File: src/config_defs.sv
// Shared constants of the global configuration bank and the strap synchroniser
package config_defs;
  localparam logic [15:0] index_port_low      = 16'h002E;
  localparam logic [15:0] index_port_high     = 16'h004E;
  localparam logic [7:0]  entry_key           = 8'h87;
  localparam logic [7:0]  exit_key            = 8'hAA;
  localparam logic [7:0]  blocked_read_value  = 8'hFF;
  localparam logic [7:0]  idx_software_reset  = 8'h02;
  localparam logic [7:0]  idx_device_select   = 8'h07;
  localparam logic [7:0]  idx_identity_high   = 8'h20;
  localparam logic [7:0]  idx_identity_low    = 8'h21;
  localparam logic [7:0]  idx_power_down      = 8'h22;
  localparam logic [7:0]  idx_port_power_down = 8'h23;
  localparam logic [7:0]  idx_global_option   = 8'h24;
  localparam logic [7:0]  idx_device_first    = 8'h30;
  localparam logic [7:0]  reset_device_select = 8'h00;
  localparam logic [7:0]  reset_power_down    = 8'hFF;
  localparam logic [7:0]  reset_port_power    = 8'hF0;
  localparam logic [7:0]  reset_global_option = 8'h40;
  localparam logic [7:0]  mask_power_down     = 8'h79;
  localparam logic [7:0]  mask_port_power     = 8'hF1;
  localparam logic [7:0]  mask_global_option  = 8'h5A;
  localparam int          bit_software_reset  = 0;
  localparam int          bit_floppy_ctrl     = 0;
  localparam int          bit_parallel        = 3;
  localparam int          bit_serial_a        = 4;
  localparam int          bit_serial_b        = 5;
  localparam int          bit_hw_monitor      = 6;
  localparam int          bit_immediate_pd    = 0;
  localparam int          bit_serial_c        = 4;
  localparam int          bit_clock_rate      = 6;
  localparam int          bit_system_fan      = 4;
  localparam int          bit_processor_fan   = 3;
  localparam int          bit_keyboard_strap  = 2;
  localparam int          bit_floppy_strap    = 1;
  localparam int          strap_count         = 4;
  localparam logic [2:0]  strap_settle_count  = 3'h4;
  // Arbitrary identity values
  localparam logic [7:0]  identity_high       = 8'h5C;
  localparam logic [3:0]  identity_low_family = 4'h1;
  localparam logic [3:0]  silicon_revision    = 4'h0;
endpackage

File: src/pin_sync.sv
// Three-stage pin synchroniser that accepts a change once the last two stages agree
`timescale 1ns/1ps
module pin_sync (
  input  wire logic clk,
  input  wire logic resetn,
  input  wire logic pin,
  output logic      level
);
  logic stage1;
  logic stage2;
  logic stage3;

  always_ff @(posedge clk or negedge resetn) begin
    if (!resetn) begin
      stage1 <= 1'b0;
      stage2 <= 1'b0;
      stage3 <= 1'b0;
    end else begin
      stage1 <= pin;
      stage2 <= stage1;
      stage3 <= stage2;
    end
  end

  always_ff @(posedge clk or negedge resetn) begin
    if (!resetn) begin
      level <= 1'b0;
    end else if (stage2 == stage3) begin
      level <= stage3;
    end
  end
endmodule

File: src/global_config_register_bank.sv
// Global configuration register bank behind the index/data port pair
// Notes on behaviour
// Index/data ports at 2E/2F or 4E/4F.
// Host writes entry key twice first.
// Device registers reach only selected device.
// Index 07h selects device, resets 00h.
// Index 02h write-only, bit0 software reset.
// Index 20h returns fixed identity high.
// Index 21h low byte carries revision.
// Index 22h function power-downs, reset FFh.
// Index 23h serial C-F power-downs, F0h.
// Index 23h bit0 powers chip down now.
// Some index 24h bits come from straps.
// Index 24h bit6 clock rate, default one.
// Index 24h bit4 system fan drive type.
// Index 24h bit3 processor fan type.
// Index 24h bit2 read-only keyboard strap.
// Index 24h bit1 floppy enable from strap.
// Lock bit blocks configuration reads, writes.
// Reserved bits ignore writes, read zero except 22h bits 7,2,1 after reset.
// Software reset restores non-strapped defaults.
`timescale 1ns/1ps
module global_config_register_bank (
  input  wire logic        clk,
  input  wire logic        resetn,
  input  wire logic [15:0] io_address,
  input  wire logic [7:0]  io_write_data,
  input  wire logic        io_write,
  input  wire logic        io_read,
  output logic [7:0]       io_read_data,
  output logic             io_read_valid,
  output logic             io_claim,
  input  wire logic        config_port_select_strap,
  input  wire logic        keyboard_ctrl_strap_pin,
  input  wire logic        floppy_disable_strap_pin,
  input  wire logic        config_access_lock,
  output logic             config_mode,
  output logic [7:0]       logical_device_number,
  output logic [7:0]       device_reg_index,
  output logic [7:0]       device_reg_write_data,
  output logic             device_reg_write,
  output logic             device_reg_read,
  input  wire logic [7:0]  device_reg_read_data,
  output logic             software_reset_pulse,
  output logic             hardware_monitor_enable,
  output logic             serial_port_a_enable,
  output logic             serial_port_b_enable,
  output logic             serial_port_c_enable,
  output logic             serial_port_d_enable,
  output logic             serial_port_e_enable,
  output logic             serial_port_f_enable,
  output logic             parallel_port_enable,
  output logic             floppy_controller_enable,
  output logic             immediate_power_down,
  output logic             input_clock_rate_select,
  output logic             system_fan_drive,
  output logic             processor_fan_drive,
  output logic             keyboard_ctrl_strap_enable,
  output logic             floppy_interface_enable
);
  import config_defs::*;

  typedef enum logic [1:0] {locked_out, key_seen, unlocked} entry_type;

  logic [strap_count-1:0] strap_pins;
  logic [strap_count-1:0] strap_levels;
  logic                   port_high;
  logic                   lock_level;
  logic                   port_select_level;
  logic                   keyboard_level;
  logic                   floppy_level;
  logic                   straps_loaded;
  logic [15:0]            index_port;
  logic [15:0]            data_port;
  logic                   at_index;
  logic                   at_data;
  logic                   access_ok;
  logic                   data_write;
  logic                   data_read;
  logic                   index_write;
  logic                   read_taken;
  logic [7:0]             index_reg;
  entry_type              entry_state;
  entry_type              next_entry_state;
  logic [7:0]             power_down;
  logic [7:0]             port_power;
  logic [7:0]             global_option;
  logic [7:0]             next_global_option;
  logic [7:0]             next_read_data;

  // Write mask of a global register; zero bits are reserved or read-only
  function automatic logic [7:0] write_mask(input logic [7:0] idx);
    case (idx)
      idx_device_select:   write_mask = 8'hFF;
      idx_power_down:      write_mask = mask_power_down;
      idx_port_power_down: write_mask = mask_port_power;
      idx_global_option:   write_mask = mask_global_option;
      default:             write_mask = 8'h00;
    endcase
  endfunction

  // True for indices forwarded to the selected logical device
  function automatic logic is_device_reg(input logic [7:0] idx);
    is_device_reg = (idx >= idx_device_first);
  endfunction

  // True for a data-port write aimed at one global register
  function automatic logic global_write(input logic [7:0] idx);
    global_write = data_write && (index_reg == idx);
  endfunction

  assign strap_pins = {config_access_lock, floppy_disable_strap_pin,
                       keyboard_ctrl_strap_pin, config_port_select_strap};

  // Every pin input passes the three-stage synchroniser
  generate
    for (genvar i = 0; i < strap_count; i++) begin : g_sync
      pin_sync u_sync (
        .clk    (clk),
        .resetn (resetn),
        .pin    (strap_pins[i]),
        .level  (strap_levels[i])
      );
    end
  endgenerate

  // Settled strap levels by function
  assign port_select_level = strap_levels[0];
  assign keyboard_level    = strap_levels[1];
  assign floppy_level      = strap_levels[2];
  assign lock_level        = strap_levels[3];

  // Port select strap caught once after reset release
  always_ff @(posedge clk or negedge resetn) begin
    if (!resetn) begin
      port_high <= 1'b0;
    end else if (!straps_loaded) begin
      port_high <= port_select_level;
    end
  end

  // Counts edges until the synchroniser shows settled strap levels
  logic [2:0] settle_count;
  always_ff @(posedge clk or negedge resetn) begin
    if (!resetn) begin
      settle_count <= 3'h0;
    end else if (!straps_loaded) begin
      settle_count <= settle_count + 3'h1;
    end
  end

  // Straps stop loading one edge after the levels are valid
  always_ff @(posedge clk or negedge resetn) begin
    if (!resetn) begin
      straps_loaded <= 1'b0;
    end else if (settle_count == strap_settle_count) begin
      straps_loaded <= 1'b1;
    end
  end

  assign index_port = port_high ? index_port_high : index_port_low;
  assign data_port  = index_port + 16'h0001;
  assign at_index   = (io_address == index_port);
  assign at_data    = (io_address == data_port);
  assign io_claim   = at_index || (at_data && config_mode);
  assign config_mode = (entry_state == unlocked);
  assign access_ok  = config_mode && !lock_level;
  assign data_write = io_write && at_data && access_ok;
  assign data_read  = io_read && at_data && access_ok;
  assign index_write = io_write && at_index;
  assign read_taken  = io_read && io_claim;

  // Entry key sequence on the index port
  always_comb begin
    next_entry_state = entry_state;
    if (index_write && straps_loaded) begin
      case (entry_state)
        locked_out: begin
          if (io_write_data == entry_key) begin
            next_entry_state = key_seen;
          end
        end
        key_seen: begin
          if (io_write_data == entry_key) begin
            next_entry_state = unlocked;
          end else begin
            next_entry_state = locked_out;
          end
        end
        unlocked: begin
          if (io_write_data == exit_key) begin
            next_entry_state = locked_out;
          end
        end
        default: next_entry_state = locked_out;
      endcase
    end
  end

  // Entry state register
  always_ff @(posedge clk or negedge resetn) begin
    if (!resetn) begin
      entry_state <= locked_out;
    end else begin
      entry_state <= next_entry_state;
    end
  end

  // Index register
  always_ff @(posedge clk or negedge resetn) begin
    if (!resetn) begin
      index_reg <= 8'h00;
    end else if (index_write && config_mode) begin
      index_reg <= io_write_data;
    end
  end

  // Software reset pulse; the bit never holds its value
  always_ff @(posedge clk or negedge resetn) begin
    if (!resetn) begin
      software_reset_pulse <= 1'b0;
    end else begin
      software_reset_pulse <= global_write(idx_software_reset) &&
        io_write_data[bit_software_reset];
    end
  end

  // Logical device select
  always_ff @(posedge clk or negedge resetn) begin
    if (!resetn) begin
      logical_device_number <= reset_device_select;
    end else if (software_reset_pulse) begin
      logical_device_number <= reset_device_select;
    end else if (global_write(idx_device_select)) begin
      logical_device_number <= io_write_data;
    end
  end

  // Function power-down register
  always_ff @(posedge clk or negedge resetn) begin
    if (!resetn) begin
      power_down <= reset_power_down;
    end else if (software_reset_pulse) begin
      power_down <= reset_power_down;
    end else if (global_write(idx_power_down)) begin
      power_down <= io_write_data & write_mask(idx_power_down);
    end
  end

  // Serial port and immediate power-down register
  always_ff @(posedge clk or negedge resetn) begin
    if (!resetn) begin
      port_power <= reset_port_power;
    end else if (software_reset_pulse) begin
      port_power <= reset_port_power;
    end else if (global_write(idx_port_power_down)) begin
      port_power <= io_write_data & write_mask(idx_port_power_down);
    end
  end

  // Writable option bits merged over the read-only strap bit
  assign next_global_option =
    (global_option & ~write_mask(idx_global_option)) |
    (io_write_data & write_mask(idx_global_option));

  // Global option register; strap bits load once after reset
  always_ff @(posedge clk or negedge resetn) begin
    if (!resetn) begin
      global_option <= reset_global_option;
    end else if (!straps_loaded) begin
      global_option[bit_keyboard_strap] <= keyboard_level;
      global_option[bit_floppy_strap]   <= floppy_level;
    end else if (software_reset_pulse) begin
      global_option[bit_clock_rate]    <= reset_global_option[bit_clock_rate];
      global_option[bit_system_fan]    <= 1'b0;
      global_option[bit_processor_fan] <= 1'b0;
    end else if (global_write(idx_global_option)) begin
      global_option <= next_global_option;
    end
  end

  // Accesses to logical device registers
  assign device_reg_index      = index_reg;
  assign device_reg_write_data = io_write_data;
  assign device_reg_write = data_write && is_device_reg(index_reg);
  assign device_reg_read  = data_read && is_device_reg(index_reg);

  // Read data selection
  always_comb begin
    next_read_data = 8'h00;
    if (!access_ok) begin
      next_read_data = blocked_read_value;
    end else if (at_index) begin
      next_read_data = index_reg;
    end else if (is_device_reg(index_reg)) begin
      next_read_data = device_reg_read_data;
    end else begin
      case (index_reg)
        idx_identity_high: next_read_data = identity_high;
        idx_identity_low:
          next_read_data = {identity_low_family, silicon_revision};
        idx_device_select:   next_read_data = logical_device_number;
        idx_power_down:      next_read_data = power_down;
        idx_port_power_down: next_read_data = port_power;
        idx_global_option:   next_read_data = global_option;
        default:             next_read_data = 8'h00;
      endcase
    end
  end

  // Read answer strobe, one cycle after a claimed read
  always_ff @(posedge clk or negedge resetn) begin
    if (!resetn) begin
      io_read_valid <= 1'b0;
    end else begin
      io_read_valid <= read_taken;
    end
  end

  // Read data holds until the next claimed read
  always_ff @(posedge clk or negedge resetn) begin
    if (!resetn) begin
      io_read_data <= 8'h00;
    end else if (read_taken) begin
      io_read_data <= next_read_data;
    end
  end

  // Register fields drive the chip functions
  assign hardware_monitor_enable    = power_down[bit_hw_monitor];
  assign serial_port_b_enable       = power_down[bit_serial_b];
  assign serial_port_a_enable       = power_down[bit_serial_a];
  assign parallel_port_enable       = power_down[bit_parallel];
  assign floppy_controller_enable   = power_down[bit_floppy_ctrl];
  // Upper serial ports and whole-chip power-down
  assign serial_port_c_enable       = port_power[bit_serial_c];
  assign serial_port_d_enable       = port_power[bit_serial_c+1];
  assign serial_port_e_enable       = port_power[bit_serial_c+2];
  assign serial_port_f_enable       = port_power[bit_serial_c+3];
  assign immediate_power_down       = port_power[bit_immediate_pd];
  // Global option fields
  assign input_clock_rate_select    = global_option[bit_clock_rate];
  assign system_fan_drive           = global_option[bit_system_fan];
  assign processor_fan_drive        = global_option[bit_processor_fan];
  assign keyboard_ctrl_strap_enable = global_option[bit_keyboard_strap];
  assign floppy_interface_enable    = !global_option[bit_floppy_strap];
endmodule

File: config.mk
export PLATFORM = sky130hd
export DESIGN_NAME = global_config_register_bank
export DESIGN_NICKNAME = d
export VERILOG_FILES = /design/src/config_defs.sv /design/src/pin_sync.sv /design/src/global_config_register_bank.sv
export SDC_FILE = /design/constraint.sdc
export NUM_CORES = 1
export LEC_CHECK = 0
export BUFFER_PORTS_ARGS = -buffer_cell sky130_fd_sc_hd__buf_2
export CAP_MARGIN = 5
export CELL_PAD_IN_SITES_DETAIL_PLACEMENT = 1
export CELL_PAD_IN_SITES_GLOBAL_PLACEMENT = 2
export CORE_MARGIN = 4
export CORE_UTILIZATION = 33
export CTS_CLUSTER_DIAMETER = 100
export DETAILED_ROUTE_END_ITERATION = 7
export GPL_ROUTABILITY_DRIVEN = 0
export HOLD_SLACK_MARGIN = 0.03
export PLACE_DENSITY_LB_ADDON = 0.12
export SYNTH_ARGS = -nofsm -noshare
export SYNTH_HDL_FRONTEND = slang
export SYNTH_HIERARCHICAL = 1
export SYNTH_SLANG_ARGS = --single-unit
File: constraint.sdc
create_clock -name clk -period 2.45 [get_ports clk]
set_input_delay 0.1225 -clock clk [delete_from_list [all_inputs] [get_ports clk]]
set_output_delay 0.1225 -clock clk [all_outputs]
set_load 0.03 [all_outputs]
Word-level counts from Yosys, hierarchy flattened

Index checks and enable logic that the tools add are counted.
W data, S select, Z words.

Bits in registers: 73
Output and inout bits: 53
Word-level logic and storage cells: 107

Add/subtract/negate cells: 2
Magnitude comparators: 1
Eq/ne operators: 22
Multiplexer cells: 20
Bitwise operators: 2
Reductions and logical operators: 30

Operator list:

| kind                  | count |
|---|---|
| $mux W8               | 9 |
| $pmux W8 S6           | 1 |
| $eq A8 B6 Y1 const B  | 5 |
| $logic_and A1 B1 Y1   | 18 |
| $eq A16 B7 Y1         | 1 |
| $eq A16 B8 Y1         | 1 |
| $eq A8 B8 Y1 const B  | 2 |
| $mux W7               | 2 |
| $mux W2               | 5 |
| $add A7 B1 Y8 const B | 1 |
| $eq A8 B2 Y1 const B  | 1 |
| $eq A8 B3 Y1 const B  | 1 |
| $ge A8 B6 Y1 const B  | 1 |
| $or A8 B7 Y8          | 1 |
| $reduce_bool A2 Y1    | 4 |
| $pmux W2 S3           | 1 |
| $reduce_and A3 Y1     | 2 |
| $eq A1 B1 Y1          | 4 |
| $ne A2 B1 Y1 const B  | 2 |
| $ne A2 B2 Y1 const B  | 2 |
| $reduce_and A2 Y1     | 2 |
| $add A3 B1 Y3 const B | 1 |
| $eq A3 B3 Y1 const B  | 1 |
| $mux W3               | 1 |
| other kinds (7)       | 8 |

Depth between registers and ports, before layout

Word-level depth: 9
Depth in mapped cells: 7
Mapped depth without buffers: 5

By module

Netlist, hierarchy kept.

By module, submodules not included:

| module                      | instances | cells an instance | area each (um^2) |
|---|---|---|---|
| global_config_register_bank | 1         | 261               | 2785.2 |
| pin_sync                    | 4         | 5                 | 111.4 |

Least setup slack after synthesis

OpenSTA, ideal clock, no wires.

Kind: register -> register
Start: register index_reg[4] (netlist: device_reg_index[4])
End: register logical_device_number[3]
Arrival: 2.025 ns
Setup slack: 0.294 ns
Stages on the path, launching flop included: 7
Path buffers: 1
Clock period less this slack: 2.156 ns
Path through: dfrtp_1 -> nor4_2 -> nor3b_2 -> and4_1 -> buf_6 -> mux2i_1 -> nor2_1

Word-level cells in the longest chain between the ends: 3

RTL lines:

| what                         | line                               | source |
|---|---|---|
| from (decl)                  | global_config_register_bank.sv:82  | `logic [7:0] index_reg;` |
| from (signal assigned)       | global_config_register_bank.sv:214 | `index_reg <= io_write_data;` |
| $eq A8 B3 Y1                 | global_config_register_bank.sv:109 | `global_write = data_write && (index_reg == idx);` |
| $logic_and A1 B1 Y1          | global_config_register_bank.sv:109 |  |
| $reduce_bool A2 Y1 (no line) | -                                  |  |
| to (signal assigned)         | global_config_register_bank.sv:231 | `logical_device_number <= reset_device_select;` |
| to (signal assigned)         | global_config_register_bank.sv:233 | `logical_device_number <= reset_device_select;` |
| to (signal assigned)         | global_config_register_bank.sv:235 | `logical_device_number <= io_write_data;` |
| to (decl)                    | global_config_register_bank.sv:38  | `output logic [7:0] logical_device_number,` |

No other way between the ends.
A chain may end at the register's enable or synchronous reset.

Final worst setup path

Start: register entry_state[0]
End: output port device_reg_read

Word-level cells in the longest chain between the ends: 4

RTL lines:

| what                   | line                               | source |
|---|---|---|
| from (decl)            | global_config_register_bank.sv:83  | `entry_type entry_state;` |
| from (signal assigned) | global_config_register_bank.sv:203 | `entry_state <= locked_out;` |
| from (signal assigned) | global_config_register_bank.sv:205 | `entry_state <= next_entry_state;` |
| $eq A2 B2 Y1           | global_config_register_bank.sv:166 | `assign config_mode = (entry_state == unlocked);` |
| $logic_and A1 B1 Y1    | global_config_register_bank.sv:167 | `assign access_ok = config_mode && !lock_level;` |
| $logic_and A1 B1 Y1    | global_config_register_bank.sv:169 | `assign data_read = io_read && at_data && access_ok;` |
| $logic_and A1 B1 Y1    | global_config_register_bank.sv:286 | `assign device_reg_read = data_read && is_device_reg(index_reg);` |
| to (decl)              | global_config_register_bank.sv:42  | `output logic device_reg_read,` |

No other way between the ends.

==> tab_implementation.tex <==
\begin{tabular}{lr}
\hline
Metric & Value \\
\hline
\multicolumn{2}{l}{\textbf{Outcome}} \\
Result of the run & finished, final reports clean \\
\multicolumn{2}{l}{\textbf{Route}} \\
Routed WL per cell & 19.42 um \\
Number of design rule violations left after detail routing & 0 \\
Antenna Nets Post-Route & 0 \\
DR pass1 iterations & 5 \\
Post-Route WL & 10.06 mm \\
Drt via density & 5.189 \\
Via count & 2,688 \\
Drt initial violations & between 100 and 150 \\
\multicolumn{2}{l}{\textbf{Floorplanning}} \\
Initial Util & 34.47\% \\
Die width & 106.9 um \\
Area of the die & 0.01144 sq mm \\
Count of standard-cell rows & 35 \\
Number of primary I/O pins & 93 \\
Core area & approximately 0.0094 sq mm \\
Vertical die dimension & 106.9 um \\
\multicolumn{2}{l}{\textbf{Flow run}} \\
Total of max-cap violations & 0 \\
\multicolumn{2}{l}{\textbf{Synth}} \\
Post-synth cell types & 67 \\
Synth Area per Inst & 11.50 sq um \\
Syn Std Cell Area & 0.003231 sq mm \\
Syn Nets & around 320 \\
Post-synthesis sequential area ratio & 50.77\% \\
Count of flip-flops with a built-in enable after synthesis & 0 \\
Largest cells by area after synthesis & sky130\_fd\_sc\_hd\_\_dfrtp\_1, sky130\_fd\_sc\_hd\_\_dfstp\_2, sky130\_fd\_sc\_hd\_\_mux2\_2, sky130\_fd\_sc\_hd\_\_nor2\_1, sky130\_fd\_sc\_hd\_\_mux2i\_1 \\
Main flop type after synthesis & sky130\_fd\_sc\_hd\_\_dfrtp\_1 \\
Number of storage elements in the synthesis netlist & 65 \\
Area share of the largest cell type after synthesis & between 40\% and 50\% \\
Post-Syn Instances & 281 \\
Async set or reset register ratio after synthesis & 100.0\% \\
Warnings, synthesis & 6 \\
Post-synth top area cell & sky130\_fd\_sc\_hd\_\_dfrtp\_1 \\
\multicolumn{2}{l}{\textbf{Pwr}} \\
Total power divided by cell area & 533.8 mW/mm\^{}2 \\
Worst IR drop on VDD & 0.2751 mV \\
Leakage power of the design & 2.045 nW \\
\multicolumn{2}{l}{\textbf{Clocking}} \\
CTS tree & built \\
Maximum root-to-sink buffer count & 2 \\
Clock tree root driver cell & sky130\_fd\_sc\_hd\_\_clkbuf\_8 \\
Number of levels the H-tree was split into & 3 \\
Clock latency reported for the late side of the worst-skew pair & between 0.3 and 0.4 ns \\
Post-CTS clock slew at the launch and capture registers of the worst setup and hold paths & 0.07 ns \\
Number of buffers inserted to repair setup after CTS & 0 \\
Number of buffers inserted during clock tree synthesis & 9 \\
Clock net sink count & 65 \\
\multicolumn{2}{l}{\textbf{STA}} \\
Hold Worst Slack & about 0.09 ns \\
Pins over their slew limit & 0 \\
Setup TNS & 0 ns \\
Final setup fails & 0 \\
Slew at the pin with the worst max-slew slack & $\sim$0.66 ns \\
Portion of the clock cycle consumed by the worst path in the final layout & 92.74\% \\
Rel. slew slack & 55.99\% \\
Final Hold Vio Count & 0 \\
Fmax & roughly 440 MHz \\
RSZ-0062 raised after global routing & false \\
Worst clock skew & 0.008794 ns \\
Minimum clock period & roughly 2.3 ns \\
\multicolumn{2}{l}{\textbf{Min path}} \\
Hold path start & io\_read \\
Endpoint of the worst hold path & io\_read\_valid \\
Depth of the worst hold-timing path & 2 \\
Hold/Removal Path Class & in -> reg \\
\multicolumn{2}{l}{\textbf{Final layout}} \\
Filler instances & between 1k and 1.5k \\
Antenna diode count & 0 \\
Synthesis-to-layout area growth & 26.99\% \\
Area used by multi-input combinational logic & about 0.0014 sq mm \\
Most frequent cells in the layout & sky130\_fd\_sc\_hd\_\_buf\_2, sky130\_fd\_sc\_hd\_\_dfrtp\_1, sky130\_fd\_sc\_hd\_\_nor2\_1, sky130\_fd\_sc\_hd\_\_buf\_4 \\
Final-stage net count & 426 \\
Final design utilization & 43.78\% \\
Fraction of layout instances using a drive strength above 1 & a little over two fifths \\
Register area & between 0.0015 and 0.002 sq mm \\
Commonest non-fill, non-tap cell in the layout & sky130\_fd\_sc\_hd\_\_buf\_2 \\
\multicolumn{2}{l}{\textbf{GRT}} \\
Number of global-route vias before repair & 2,842 \\
Global route overflow & 0 \\
Global router's overall resource usage & 18.87\% \\
Pin count of the biggest net entering global routing & 39 \\
First-pass GRT wire length & approximately 16 mm \\
Antenna violations before repair & 0 \\
\multicolumn{2}{l}{\textbf{Setup path}} \\
CP Data Required Time & around 2.3 ns \\
Type of element capturing the critical path & output port \\
Critical path class & reg -> out \\
Data arrival, critical path & 2.15 ns \\
Number of cells on the worst reg-to-reg path & 5 \\
Startpoint types & flop \\
Setup slack of the worst register-to-register path & 0.24 ns \\
Worst reg2reg path endpoint & device\_reg\_index[0] \\
Crit path max fanout & 6 \\
Origin of the critical flop-to-flop path & port\_high \\
\multicolumn{2}{l}{\textbf{Placed design}} \\
Sum of net half-perimeters after detailed placement & 7.601 mm \\
\# port buffers & 92 \\
\hline
\end{tabular}
where the power goes:
part | leakage (nW) | switching (mW) | internal, mW | total [mW]
combinational | 1.14 | 0.0911 | 0.0566 | 0.148
sequential | 0.800 | 0.0124 | 1.09 | 1.11
clock | 0.103 | 0.412 | 0.523 | 0.936
cell families (layout without fill, tap and decap cells):
kind of cell	Yosys count	count (layout)	share of synthesized area [%]
multiplexers	22	22	7.397
flip-flops	65	65	50.77
XOR/XNOR	2	2	0.5423
AND/OR/NAND/NOR	105	105	20.72
buffers and inverters	29	137	4.996
adder cells (fa/ha/maj)	6	6	2.169
AO/OA/AOI/OAI	52	52	13.40
registers in the layout (all words and copies together), names as in the netlist, 2 cells and up:
signal,flops
g_sync.u_sync/level,4
power_down,6
global_option,5
g_sync.u_sync/stage2,4
logical_device_number,8
device_reg_index,8
port_power,5
settle_count,3
io_read_data,8
entry_state,2
g_sync.u_sync/stage1,4
g_sync.u_sync/stage3,4
final cells by class:
cell class                 count  area share (%)
sequential                    65           39.98
tap                          129           3.934
clock buffer                  13           3.873
inverter                       9          0.8234
multi-input combinational    187           34.92
clock inverter                 3          0.9759
timing repair buffer         112           15.49
critical path, stage by stage, from the launching register on:
cell,delay (ns)
sky130_fd_sc_hd__dfrtp_1,0.43
sky130_fd_sc_hd__nor4bb_1,0.43
sky130_fd_sc_hd__and2_1,0.28
sky130_fd_sc_hd__nand4_1,0.27
sky130_fd_sc_hd__nor2_1,0.17
sky130_fd_sc_hd__buf_2,0.22
per-stage QoR:
stage                     std cells  total power, mW  worst slack (ns)  cell area [sq um]
after floorplan                 281            1.181            0.2939               3231
after global placement          497            1.268            0.2829               3850
after detailed placement        497            1.271            0.2570               3850
after CTS                       518            2.228           0.09568               4099
after global routing            518            2.288           0.06981               4103
final                           518            2.190            0.1779               4103
synthesized netlist by cell type (2+ instances only):
cell type / instances
sky130_fd_sc_hd__dfrtp_1: 54
sky130_fd_sc_hd__nor2_1: 29
sky130_fd_sc_hd__dfstp_2: 11
sky130_fd_sc_hd__mux2_2: 11
sky130_fd_sc_hd__nor2b_1: 11
sky130_fd_sc_hd__a211o_1: 10
sky130_fd_sc_hd__mux2i_1: 10
sky130_fd_sc_hd__buf_4: 9
sky130_fd_sc_hd__inv_1: 9
sky130_fd_sc_hd__nand2_1: 9
sky130_fd_sc_hd__nor3_1: 9
sky130_fd_sc_hd__nand4_1: 6
sky130_fd_sc_hd__a211oi_1: 5
sky130_fd_sc_hd__nand4b_1: 5
sky130_fd_sc_hd__a222oi_1: 4
sky130_fd_sc_hd__a31oi_1: 4
sky130_fd_sc_hd__and4_1: 4
sky130_fd_sc_hd__clkbuf_1: 4
sky130_fd_sc_hd__maj3_2: 4
sky130_fd_sc_hd__nand2b_1: 4
sky130_fd_sc_hd__a41oi_1: 3
sky130_fd_sc_hd__nor3b_1: 3
sky130_fd_sc_hd__o21a_1: 3
sky130_fd_sc_hd__o21ai_0: 3
sky130_fd_sc_hd__a21oi_1: 2
sky130_fd_sc_hd__a221oi_1: 2
sky130_fd_sc_hd__a22o_1: 2
sky130_fd_sc_hd__and2_1: 2
sky130_fd_sc_hd__buf_1: 2
sky130_fd_sc_hd__buf_2: 2
sky130_fd_sc_hd__buf_6: 2
sky130_fd_sc_hd__ha_1: 2
sky130_fd_sc_hd__nand3_1: 2
sky130_fd_sc_hd__nor4b_1: 2
sky130_fd_sc_hd__nor4bb_1: 2
sky130_fd_sc_hd__o221ai_1: 2
sky130_fd_sc_hd__o22ai_1: 2
sky130_fd_sc_hd__xnor2_1: 2
per-layer routing:
metal / GRT usage (%) / vias up / wire, um
li1: - / 1243 / -
met1: 27.04 / 1353 / 4793
met2: 28.64 / 83 / 4587
met3: 4.455 / 9 / 570
met4: 4.932 / 0 / 106
met5: 0 / - / 0
how the worst max path moves through the flow:
stage                             start                  endpoint  slack, ns  cells after the start
floorplan           device_reg_index[4]  logical_device_number[3]       0.29                      6
global placement              port_high       device_reg_index[0]       0.28                      5
detailed placement            port_high       device_reg_index[0]       0.26                      5
CTS                           port_high           device_reg_read        0.1                      5
global route             entry_state[0]           device_reg_read       0.07                      5
finish                   entry_state[0]           device_reg_read       0.18                      5
repair_timing:
item                                   4_1_cts  5_1_grt
hold buffers                                 5        0
endpoints found under the hold margin       27        0
resized for setup                            0        1
setup endpoints to repair                    0        1
No activity file was read; power rests on OpenSTA's default activity.
